`src/logic/cb_pkg.sv`:
```
package cb_pkg;

    localparam int          CLK_HZ        = 50_000_000;
    localparam int          SLOW_OSC_HZ   = 32_768;
    // half period of the slow clock, rounded down to whole cycles
    localparam int          SLOW_HALF     = CLK_HZ / (2 * SLOW_OSC_HZ);
    localparam int          SLOW_CNT_W    = 10;
    localparam logic [9:0]  SLOW_LAST     = 10'(SLOW_HALF - 1);

    // four-step phase divider: a high in step 0, b high in step 2
    localparam logic [1:0]  PHASE_A_STEP  = 2'h0;
    localparam logic [1:0]  PHASE_B_STEP  = 2'h2;

    localparam int          ADDR_W        = 16;
    localparam int          DATA_W        = 4;
    localparam int          WORD_ADDR_W   = 6;
    localparam int          IRQ_N         = 4;
    localparam int          CUSTOM_WORDS  = 64;

    localparam logic [15:0] CUSTOM_FIRST  = 16'hFF80;
    localparam logic [15:0] CUSTOM_LAST   = 16'hFFBF;
    localparam logic [15:0] TUNE_CTRL_ADR = 16'hFF68;
    localparam int          TUNE_BIT_POS  = 0;
    localparam logic [15:0] IRQ_EN_ADR    = 16'hFFE0;
    localparam logic [15:0] IRQ_PEND_ADR  = 16'hFFF0;

    localparam logic [3:0]  IRQ_EN_RESET  = 4'h0;
    localparam logic [3:0]  IRQ_PEND_RST  = 4'h0;
    localparam logic [3:0]  CUSTOM_RESET  = 4'h0;
    localparam logic [3:0]  READ_ZERO     = 4'h0;

    // shared vector of the custom block and the tune generator
    localparam logic [15:0] SHARED_VECTOR = 16'h0102;

endpackage : cb_pkg

```
`src/logic/cb_if.sv`:
```
`timescale 1ns/1ns
interface cb_if;
    import cb_pkg::*;

    logic                   slow_osc_clock_out;
    logic                   phase_clock_a;
    logic                   phase_clock_b;
    logic [DATA_W-1:0]      write_data_bus;
    logic [DATA_W-1:0]      read_data_bus;
    logic [WORD_ADDR_W-1:0] word_address_bus;
    logic                   custom_io_select_n;
    logic                   custom_write_strobe_n;
    logic                   custom_read_strobe_n;
    logic                   custom_reset_n;
    logic [IRQ_N-1:0]       custom_irq_request_n;
    logic                   tune_signal_to_custom;
    logic                   tune_play_control_from_custom;

    modport core_end (
        output slow_osc_clock_out,
        output phase_clock_a,
        output phase_clock_b,
        output write_data_bus,
        input  read_data_bus,
        output word_address_bus,
        output custom_io_select_n,
        output custom_write_strobe_n,
        output custom_read_strobe_n,
        output custom_reset_n,
        input  custom_irq_request_n,
        output tune_signal_to_custom,
        input  tune_play_control_from_custom
    );

    modport custom_end (
        input  slow_osc_clock_out,
        input  phase_clock_a,
        input  phase_clock_b,
        input  write_data_bus,
        output read_data_bus,
        input  word_address_bus,
        input  custom_io_select_n,
        input  custom_write_strobe_n,
        input  custom_read_strobe_n,
        input  custom_reset_n,
        output custom_irq_request_n,
        input  tune_signal_to_custom,
        output tune_play_control_from_custom
    );

endinterface : cb_if

```
`src/logic/core_end.sv`:
```
// How it works
// RULE1: six-bit word address reaches 64 custom words
// RULE2: select only for addresses FF80 to FFBF
// RULE3: writes go out on own write bus
// RULE4: custom block answers reads on read bus
// RULE5: write strobe on every custom-range write
// RULE6: read strobe on every custom-range read
// RULE7: slow oscillator clock forwarded as own output; here a divided copy of clk with a 762-cycle half period
// RULE8: two non-overlapping phase clocks from divider
// RULE9: custom control acts like tune start bit
// RULE10: tune generator output forwarded to custom block
// RULE11: four independent request lines, zero to three
// RULE12: falling edge sets pending, raises interrupt
// RULE13: mask blocks request, flag still sets
// RULE14: write one clears, zero keeps, read shows
// RULE15: enable register, bit n enables line n
// RULE16: pending register, bit n is line n
// RULE17: all share the tune interrupt vector
// RULE18: reset clears enables and pending flags
// RULE19: enabled flag left set raises again
// RULE20: accepting interrupt clears global enable
// RULE21: custom reset asserted during core reset
// RULE22: lines sampled, edge from consecutive samples
//
// The strobed register port was decided locally.
`timescale 1ns/1ns
module core_end
    import cb_pkg::*;
(
    input  wire logic              clk,
    input  wire logic              srst,
    input  wire logic [ADDR_W-1:0] addr,
    input  wire logic [DATA_W-1:0] wdata,
    input  wire logic              wr,
    input  wire logic              rd,
    output logic      [DATA_W-1:0] rdata,
    input  wire logic              tune_gen_out,
    output logic                   tune_play,
    input  wire logic              int_enable,
    input  wire logic              int_accept,
    output logic                   int_global_enable,
    output logic                   int_request,
    output logic      [ADDR_W-1:0] int_vector,
    cb_if.core_end                 link
);
    import cb_pkg::*;

    typedef struct packed {
        logic [DATA_W-1:0]     rdata;
        logic [IRQ_N-1:0]      enable;
        logic [IRQ_N-1:0]      pending;
        logic [IRQ_N-1:0]      irq_now;
        logic [IRQ_N-1:0]      irq_prev;
        logic                  gie;
        logic                  irq;
        logic                  tune_bit;
        logic                  tune_play;
        logic                  tune_sig;
        logic [SLOW_CNT_W-1:0] slow_cnt;
        logic                  slow_clk;
        logic [1:0]            phase_cnt;
        logic                  ph_a;
        logic                  ph_b;
        logic                  rst_n;
        logic [ADDR_W-1:0]     vector;
    } core_state_t;

    core_state_t state_reg;
    core_state_t state_next;

    logic              sel_custom;
    logic [IRQ_N-1:0]  fall;
    logic [IRQ_N-1:0]  clr;
    logic [IRQ_N-1:0]  pend_new;
    logic [IRQ_N-1:0]  armed;

    function automatic logic in_custom(input logic [ADDR_W-1:0] a);
        in_custom = (a >= CUSTOM_FIRST) && (a <= CUSTOM_LAST);
    endfunction : in_custom

    // one decoder for every write to a core register; the read mux below
    // compares the address against each register directly instead
    function automatic logic hit(input logic              strobe,
                                 input logic [ADDR_W-1:0] a,
                                 input logic [ADDR_W-1:0] target);
        hit = strobe && (a == target);
    endfunction : hit

    // the bus pins follow the software port in the same cycle so the
    // custom read answer can be caught at the next edge; a registered
    // select would cost the port its one-cycle read latency
    assign sel_custom = in_custom(addr) && (wr || rd);           // [RULE2]
    assign link.custom_io_select_n    = ~sel_custom;             // [RULE2]
    assign link.custom_write_strobe_n = ~(sel_custom && wr);     // [RULE5]
    assign link.custom_read_strobe_n  = ~(sel_custom && rd);     // [RULE6]
    assign link.word_address_bus      = addr[WORD_ADDR_W-1:0];   // [RULE1]
    assign link.write_data_bus        = wdata;                   // [RULE3]

    assign link.slow_osc_clock_out    = state_reg.slow_clk;
    assign link.phase_clock_a         = state_reg.ph_a;
    assign link.phase_clock_b         = state_reg.ph_b;
    assign link.custom_reset_n        = state_reg.rst_n;
    assign link.tune_signal_to_custom = state_reg.tune_sig;

    assign rdata             = state_reg.rdata;
    assign tune_play         = state_reg.tune_play;
    assign int_global_enable = state_reg.gie;
    assign int_request       = state_reg.irq;
    assign int_vector        = state_reg.vector;

    assign clr   = hit(wr, addr, IRQ_PEND_ADR) ? wdata : '0;     // [RULE14]
    // a masked line is never armed, yet its flag still records edges
    assign armed = state_reg.pending & state_reg.enable;         // [RULE13]

    // one detector per line: the four lines never affect each other
    for (genvar i = 0; i < IRQ_N; i++) begin : g_line
        assign fall[i] = state_reg.irq_prev[i] &
                         ~state_reg.irq_now[i];                  // [RULE22]
        // an edge in the same cycle as its clear keeps the flag set
        assign pend_new[i] = (state_reg.pending[i] & ~clr[i]) |
                             fall[i];                            // [RULE12]
    end

    always_comb begin
        state_next = state_reg;

        // two samples give the edge; inputs arrive synchronous to clk
        state_next.irq_now  = link.custom_irq_request_n;         // [RULE22]
        state_next.irq_prev = state_reg.irq_now;                 // [RULE11]

        // flags set regardless of the mask
        state_next.pending = pend_new;                           // [RULE13]

        if (hit(wr, addr, IRQ_EN_ADR)) begin
            state_next.enable = wdata;                           // [RULE15]
        end
        // only the start bit is kept; the rest of that word is not ours
        if (hit(wr, addr, TUNE_CTRL_ADR)) begin
            state_next.tune_bit = wdata[TUNE_BIT_POS];
        end

        // accept wins over a same-cycle enable: the handler runs with
        // interrupts off until it re-enables them itself
        if (int_accept) begin
            state_next.gie = 1'b0;                               // [RULE20]
        end else if (int_enable) begin
            state_next.gie = 1'b1;
        end

        // level request: a flag left set re-raises on re-enable, so the
        // handler must clear its flag before it turns interrupts back on
        state_next.irq = state_reg.gie && !int_accept && |armed; // [RULE19]
        // one vector for every source: only the flags tell them apart
        state_next.vector = SHARED_VECTOR;                       // [RULE17]

        // custom control ored with the software start bit
        // either side may start the tune; neither can stop the other's
        state_next.tune_play = state_reg.tune_bit |
                               link.tune_play_control_from_custom; // [RULE9]
        state_next.tune_sig  = tune_gen_out;                     // [RULE10]

        // rdata stands for one cycle; an unmapped read answers zero
        state_next.rdata = READ_ZERO;
        if (rd) begin
            if (in_custom(addr)) begin
                state_next.rdata = link.read_data_bus;           // [RULE4]
            end else if (addr == IRQ_EN_ADR) begin
                state_next.rdata = state_reg.enable;             // [RULE15]
            end else if (addr == IRQ_PEND_ADR) begin
                state_next.rdata = state_reg.pending;            // [RULE16]
            end else if (addr == TUNE_CTRL_ADR) begin
                state_next.rdata = {3'h0, state_reg.tune_bit};
            end
        end

        // slow clock as a divided square wave on the single clock
        // the half period is rounded down, so the copy runs a little
        // fast; it serves as a timing reference, not as a crystal
        if (state_reg.slow_cnt == SLOW_LAST) begin
            state_next.slow_cnt = '0;
            state_next.slow_clk = ~state_reg.slow_clk;           // [RULE7]
        end else begin
            state_next.slow_cnt = state_reg.slow_cnt + 1'b1;
        end

        // a gap step after each phase keeps them from overlapping
        // both phases come from one counter, so their spacing cannot drift
        state_next.phase_cnt = state_reg.phase_cnt + 1'b1;
        state_next.ph_a = (state_next.phase_cnt == PHASE_A_STEP); // [RULE8]
        state_next.ph_b = (state_next.phase_cnt == PHASE_B_STEP); // [RULE8]

        // the custom end leaves reset one edge after the core
        state_next.rst_n = 1'b1;
    end

    always_ff @(posedge clk) begin
        if (srst) begin
            state_reg           <= '0;
            state_reg.enable    <= IRQ_EN_RESET;                 // [RULE18]
            state_reg.pending   <= IRQ_PEND_RST;                 // [RULE18]
            // samples start at the idle level, so leaving reset is no edge
            state_reg.irq_now   <= '1;
            state_reg.irq_prev  <= '1;
            state_reg.rst_n     <= 1'b0;                         // [RULE21]
            // the vector shows its constant even while held in reset
            state_reg.vector    <= SHARED_VECTOR;
        end else begin
            state_reg <= state_next;
        end
    end

endmodule : core_end

```
`src/logic/custom_end.sv`:
```
`timescale 1ns/1ns
module custom_end
    import cb_pkg::*;
(
    input  wire logic                   clk,
    input  wire logic                   srst,
    input  wire logic [IRQ_N-1:0]       irq_raise,
    input  wire logic                   tune_play_req,
    input  wire logic [WORD_ADDR_W-1:0] peek_addr,
    output logic      [DATA_W-1:0]      peek_data,
    output logic                        word_written,
    output logic      [WORD_ADDR_W-1:0] written_addr,
    output logic                        tune_signal,
    output logic                        in_reset,
    cb_if.custom_end                    link
);
    import cb_pkg::*;

    typedef struct packed {
        logic [DATA_W-1:0]      peek;
        logic                   wr_pulse;
        logic [WORD_ADDR_W-1:0] wr_addr;
        logic [IRQ_N-1:0]       irq_n;
        logic                   tune_ctl;
        logic                   tune_sig;
        logic                   rst;
    } custom_state_t;

    custom_state_t state_reg;
    custom_state_t state_next;

    logic [DATA_W-1:0] words [CUSTOM_WORDS];
    logic              do_write;
    logic              hold_reset;

    assign hold_reset = srst || !link.custom_reset_n;            // [RULE21]
    assign do_write   = !link.custom_io_select_n &&
                        !link.custom_write_strobe_n;

    // read answer is combinational so the core catches it in the strobe
    assign link.read_data_bus = (!link.custom_io_select_n &&
                                 !link.custom_read_strobe_n) ?
                                words[link.word_address_bus] :
                                READ_ZERO;                        // [RULE4]
    assign link.custom_irq_request_n          = state_reg.irq_n; // [RULE11]
    assign link.tune_play_control_from_custom = state_reg.tune_ctl; // [RULE9]

    assign peek_data    = state_reg.peek;
    assign word_written = state_reg.wr_pulse;
    assign written_addr = state_reg.wr_addr;
    assign tune_signal  = state_reg.tune_sig;
    assign in_reset     = state_reg.rst;

    always_comb begin
        state_next          = state_reg;
        state_next.peek     = words[peek_addr];
        state_next.wr_pulse = do_write;
        if (do_write) begin
            state_next.wr_addr = link.word_address_bus;          // [RULE1]
        end
        // active-low lines: a raise gives the falling edge the core sees
        state_next.irq_n    = ~irq_raise;                        // [RULE11]
        state_next.tune_ctl = tune_play_req;                     // [RULE9]
        state_next.tune_sig = link.tune_signal_to_custom;
        state_next.rst      = 1'b0;
    end

    always_ff @(posedge clk) begin
        if (hold_reset) begin
            state_reg       <= '0;
            state_reg.irq_n <= '1;
            state_reg.rst   <= 1'b1;
        end else begin
            state_reg <= state_next;
        end
    end

    generate
        for (genvar i = 0; i < CUSTOM_WORDS; i++) begin : g_word
            always_ff @(posedge clk) begin
                if (hold_reset) begin
                    words[i] <= CUSTOM_RESET;
                end else if (do_write &&
                             link.word_address_bus == WORD_ADDR_W'(i)) begin
                    words[i] <= link.write_data_bus;             // [RULE3]
                end
            end
        end
    endgenerate

endmodule : custom_end

```
`src/flat_wrapper.sv`:
```
// flat-port wrapper written by rule: the top's interface ports become plain ports
module core_end_flat import cb_pkg::*;
  (clk, srst, addr, wdata, wr, rd, rdata, tune_gen_out, tune_play, int_enable, int_accept, int_global_enable, int_request, int_vector, link_slow_osc_clock_out, link_phase_clock_a, link_phase_clock_b, link_write_data_bus, link_read_data_bus, link_word_address_bus, link_custom_io_select_n, link_custom_write_strobe_n, link_custom_read_strobe_n, link_custom_reset_n, link_custom_irq_request_n, link_tune_signal_to_custom, link_tune_play_control_from_custom);
  cb_if link_i ();
  input  wire logic clk;
  input  wire logic srst;
  input  wire logic [ADDR_W-1:0] addr;
  input  wire logic [DATA_W-1:0] wdata;
  input  wire logic wr;
  input  wire logic rd;
  output logic      [DATA_W-1:0] rdata;
  input  wire logic tune_gen_out;
  output logic tune_play;
  input  wire logic int_enable;
  input  wire logic int_accept;
  output logic int_global_enable;
  output logic int_request;
  output logic      [ADDR_W-1:0] int_vector;
  output wire logic [$bits(link_i.slow_osc_clock_out)-1:0] link_slow_osc_clock_out;
  output wire logic [$bits(link_i.phase_clock_a)-1:0] link_phase_clock_a;
  output wire logic [$bits(link_i.phase_clock_b)-1:0] link_phase_clock_b;
  output wire logic [$bits(link_i.write_data_bus)-1:0] link_write_data_bus;
  input wire logic [$bits(link_i.read_data_bus)-1:0] link_read_data_bus;
  output wire logic [$bits(link_i.word_address_bus)-1:0] link_word_address_bus;
  output wire logic [$bits(link_i.custom_io_select_n)-1:0] link_custom_io_select_n;
  output wire logic [$bits(link_i.custom_write_strobe_n)-1:0] link_custom_write_strobe_n;
  output wire logic [$bits(link_i.custom_read_strobe_n)-1:0] link_custom_read_strobe_n;
  output wire logic [$bits(link_i.custom_reset_n)-1:0] link_custom_reset_n;
  input wire logic [$bits(link_i.custom_irq_request_n)-1:0] link_custom_irq_request_n;
  output wire logic [$bits(link_i.tune_signal_to_custom)-1:0] link_tune_signal_to_custom;
  input wire logic [$bits(link_i.tune_play_control_from_custom)-1:0] link_tune_play_control_from_custom;
  assign link_slow_osc_clock_out = link_i.slow_osc_clock_out;
  assign link_phase_clock_a = link_i.phase_clock_a;
  assign link_phase_clock_b = link_i.phase_clock_b;
  assign link_write_data_bus = link_i.write_data_bus;
  assign link_i.read_data_bus = link_read_data_bus;
  assign link_word_address_bus = link_i.word_address_bus;
  assign link_custom_io_select_n = link_i.custom_io_select_n;
  assign link_custom_write_strobe_n = link_i.custom_write_strobe_n;
  assign link_custom_read_strobe_n = link_i.custom_read_strobe_n;
  assign link_custom_reset_n = link_i.custom_reset_n;
  assign link_i.custom_irq_request_n = link_custom_irq_request_n;
  assign link_tune_signal_to_custom = link_i.tune_signal_to_custom;
  assign link_i.tune_play_control_from_custom = link_tune_play_control_from_custom;
  core_end u_core (.clk(clk), .srst(srst), .addr(addr), .wdata(wdata), .wr(wr), .rd(rd), .rdata(rdata), .tune_gen_out(tune_gen_out), .tune_play(tune_play), .int_enable(int_enable), .int_accept(int_accept), .int_global_enable(int_global_enable), .int_request(int_request), .int_vector(int_vector), .link(link_i));
endmodule
```
`config.mk`:
```
export PLATFORM = sky130hd
export DESIGN_NAME = core_end_flat
export DESIGN_NICKNAME = d
export VERILOG_FILES = /design/src/logic/cb_pkg.sv /design/src/logic/cb_if.sv /design/src/logic/core_end.sv /design/src/logic/custom_end.sv /design/src/flat_wrapper.sv
export SDC_FILE = /design/constraint.sdc
export NUM_CORES = 1
export LEC_CHECK = 0
export BUFFER_PORTS_ARGS = -buffer_cell sky130_fd_sc_hd__clkbuf_2
export CAP_MARGIN = 20
export CORE_UTILIZATION = 45
export DETAILED_ROUTE_END_ITERATION = 8
export PLACE_DENSITY_LB_ADDON = 0.05
export SYNTH_ARGS = -nofsm -noshare
export SYNTH_HDL_FRONTEND = slang
export SYNTH_SLANG_ARGS = --single-unit
```
`constraint.sdc`:
```
create_clock -name clk -period 6.1 [get_ports clk]
set_clock_uncertainty 0.1 [all_clocks]
set_input_delay 1.83 -clock clk [delete_from_list [all_inputs] [get_ports clk]]
set_output_delay 1.83 -clock clk [all_outputs]
set_load 0.05 [all_outputs]
```
==> flow_summary.ini <==
[pwr]
p_per_area_nw_per_um2 = 253
p_int_mw = 0.389
leakage_nw = 0.971
vdd_drop_max_uv = 137
clockPowerShare_pct = 32.3
combPwrFrac_pct = 15.3
p_sw_mw = 0.151
swShare_pct = 28.0
pwr-share-seq_pct = 52.4

[setup_path]
reg2reg_slack_ps = 4690
arrival_ps = 2820
path_max_fanout = 6
critical_path_required_ps = 4170
cpPeakStageDelay_ps = 320
crit_chain = clkbuf_2, nand4_1, nor3_1, o21ai_0, clkbuf_2
r2r_cells = 4
worst_path_most_repeated_cell = clkbuf_2
start_kind = input port
slowest_stage = nor3_1
criticalPathCategory = in2out
worstSetupEndpointType = output port
r2r_end = u_core.state_reg[26]
r2r-start = u_core.state_reg[24]

[global_route]
grt_pass1_wl_um = 5040
antenna_found_initial = 0
grt_pass1_vias = 1177
grtUsageTotal_pct = 15.7
grt_start_max_net_pins = 24
grt_overflow = 0

[clocking]
cts.sinks = 41
clock-root-buffer = clkbuf_8
clk_pin_slew_ps = 70
clk_path_buf_depth = 2
clock_latency_ps = 290
holdBufCountCts = 0
cts_tree = built
post_cts_resize_count = 0
post-cts-setup-buffers = 0
cts_max_level = 2
cts_buffers = 5

[synthesis]
synth_seq_cells = 41
synth_cells = 204
synth_edf_count = 0
yosys.area.top_type = dfxtp_1
synth.distinct_cells = 40
syn_area_sq_um = 1870
synth_most_common_cell = dfxtp_1
synth_area_per_cell_sq_um = 9.19
ys_top_cells_by_area = dfxtp_1 44%, buf_4 12%, nor2_1 4.4%
yosysWarnings = 0
yosysTopAreaCellShare_pct = 43.8
async_flop_share_pct = 0
synth-seq-area-share_pct = 43.8
synth_common_cells = 41 x dfxtp_1, 30 x buf_4, 22 x nor2_1, 11 x nand4_1, 10 x nand2_1
synthFlopType = dfxtp_1

[layout]
synthToLayoutAreaGrowth_pct = 13.7
largest_reg_flops = 25
fin_util_pct = 53.3
n_antenna_cell = 0
n_fill_cell = 403
layout-drive-gt1-share_pct = 33.2
final_cell_area_sq_um = 2130
fin_nets = 290

[worst_hold_path]
whs_endpoint = u_core.state_reg[40]
min_path_cells = 1
min_from = u_core.state_next[40]
min_path_type = reg2reg

[detailed_routing]
drt_iter0_markers = 39
wirelength_um = 3250
postRouteAntennaNets = 0
firstDrtPassIters = 4
avgViaCountPerCell = 4.81
drc = 0
num_vias = 1443
wl_per_cell_um = 10.8

[sta]
holdWs_ps = 327
fmax_ghz = 0.210
tightestPinTransition_ps = 650
fin_crit_ps = 4750
fin_crit_sh_pct = 77.9
tns_ps = 0
report.final.slew_viol_count = 0
rsz0062_at_grt = no
finalHoldViolCount = 0
finalSetupViolations = 0
maxSlewHeadroom_pct = 56.6

[die]
dieArea_sq_um = 4430
die_h_um = 66.5
initial_utilization_pct = 46.9
core_sq_um = 4000
ioPinCount = 77
die-width_um = 66.5
rows = 23

[flow_run]
drv_cap = 0

[placed_design]
hpwlAfterDp_um = 2440
placed_area_sq_um = 2040
routabilityCongestion = 0.740
portBuffers = 60

[run_status]
status = finished clean
per-stage QoR:
stage / std cells / total power [mW] / worst slack [ps]
after floorplan: 218 / 0.362 / 1240
after global placement: 293 / 0.372 / 1370
after detailed placement: 293 / 0.372 / 1360
after CTS: 300 / 0.546 / 1350
after global routing: 300 / 0.563 / 1200
final: 300 / 0.540 / 1350
worst max-delay path by stage:
| stage | start | end | slack, ps |
|---|---|---|---|
| after floorplan | rd | link_custom_io_select_n | 1240 |
| after global placement | addr[15] | link_custom_io_select_n | 1370 |
| after detailed placement | addr[14] | link_custom_io_select_n | 1360 |
| after CTS | addr[14] | link_custom_io_select_n | 1350 |
| after global routing | addr[15] | link_custom_io_select_n | 1200 |
| final | addr[14] | link_custom_io_select_n | 1350 |
area by class of cell:
cell class                 instances  area, sq um  area share, %
clock buffer                       7         86.3           4.05
inverter                           7         26.3           1.23
tap                               50         62.6           2.94
timing repair buffer              61          308           14.4
sequential                        41          821           38.5
multi-input combinational        134          827           38.8
routing by layer:
metal / global-route usage [%] / share of wire, % / up-vias
li1: - / - / 749
met1: 18.0 / 46 / 629
met5: 0 / 0 / -
met3: 5.14 / 6.5 / 7
met4: 7.98 / 2.0 / 0
met2: 25.8 / 45 / 58
cells in the final DEF, fill, tap and decap left out, types with 2 or more instances in the layout:
cell type / instances
a21oi_1: 5
a22o_1: 2
a31o_2: 4
clkbuf_2: 60
clkbuf_8: 6
conb_1: 16
dfxtp_1: 41
ha_1: 4
inv_1: 6
mux2i_1: 3
nand2_1: 10
nand2b_1: 2
nand3_1: 2
nand4_1: 11
nand4b_1: 5
nor2_1: 22
nor2b_1: 4
nor3_1: 3
nor4bb_1: 2
o21ai_1: 7
or2_2: 8
xnor2_1: 3
xor2_1: 6
worst max-delay path, delay by kind of cell:
kind | cells | cell delay [ps]
buffers and inverters | 2 | 330
AND/OR/NAND/NOR | 2 | 520
AO/OA/AOI/OAI | 1 | 130
power by group through the flow:
stage               logic, mW  registers [mW]  clock network, mW
detailed placement     0.0830           0.289                  0
global placement       0.0829           0.289                  0
CTS                    0.0833           0.283              0.180
global route           0.0893           0.284              0.189
floorplan              0.0674           0.294                  0
finish                 0.0826           0.283              0.174
kinds of logic (layout without fill, tap and decap cells):
kind of cell,after synthesis,count (layout),synth area share (%)
fa+ha+maj,4,4,2.67
other cells,2,16,0.401
mux,4,4,2.20
compound gates,22,22,7.74
xor+xnor,9,9,4.21
simple gates,79,79,24.1
flops,41,41,43.8
buf+inv,43,75,14.9
(Power assumes the default switching activity.)
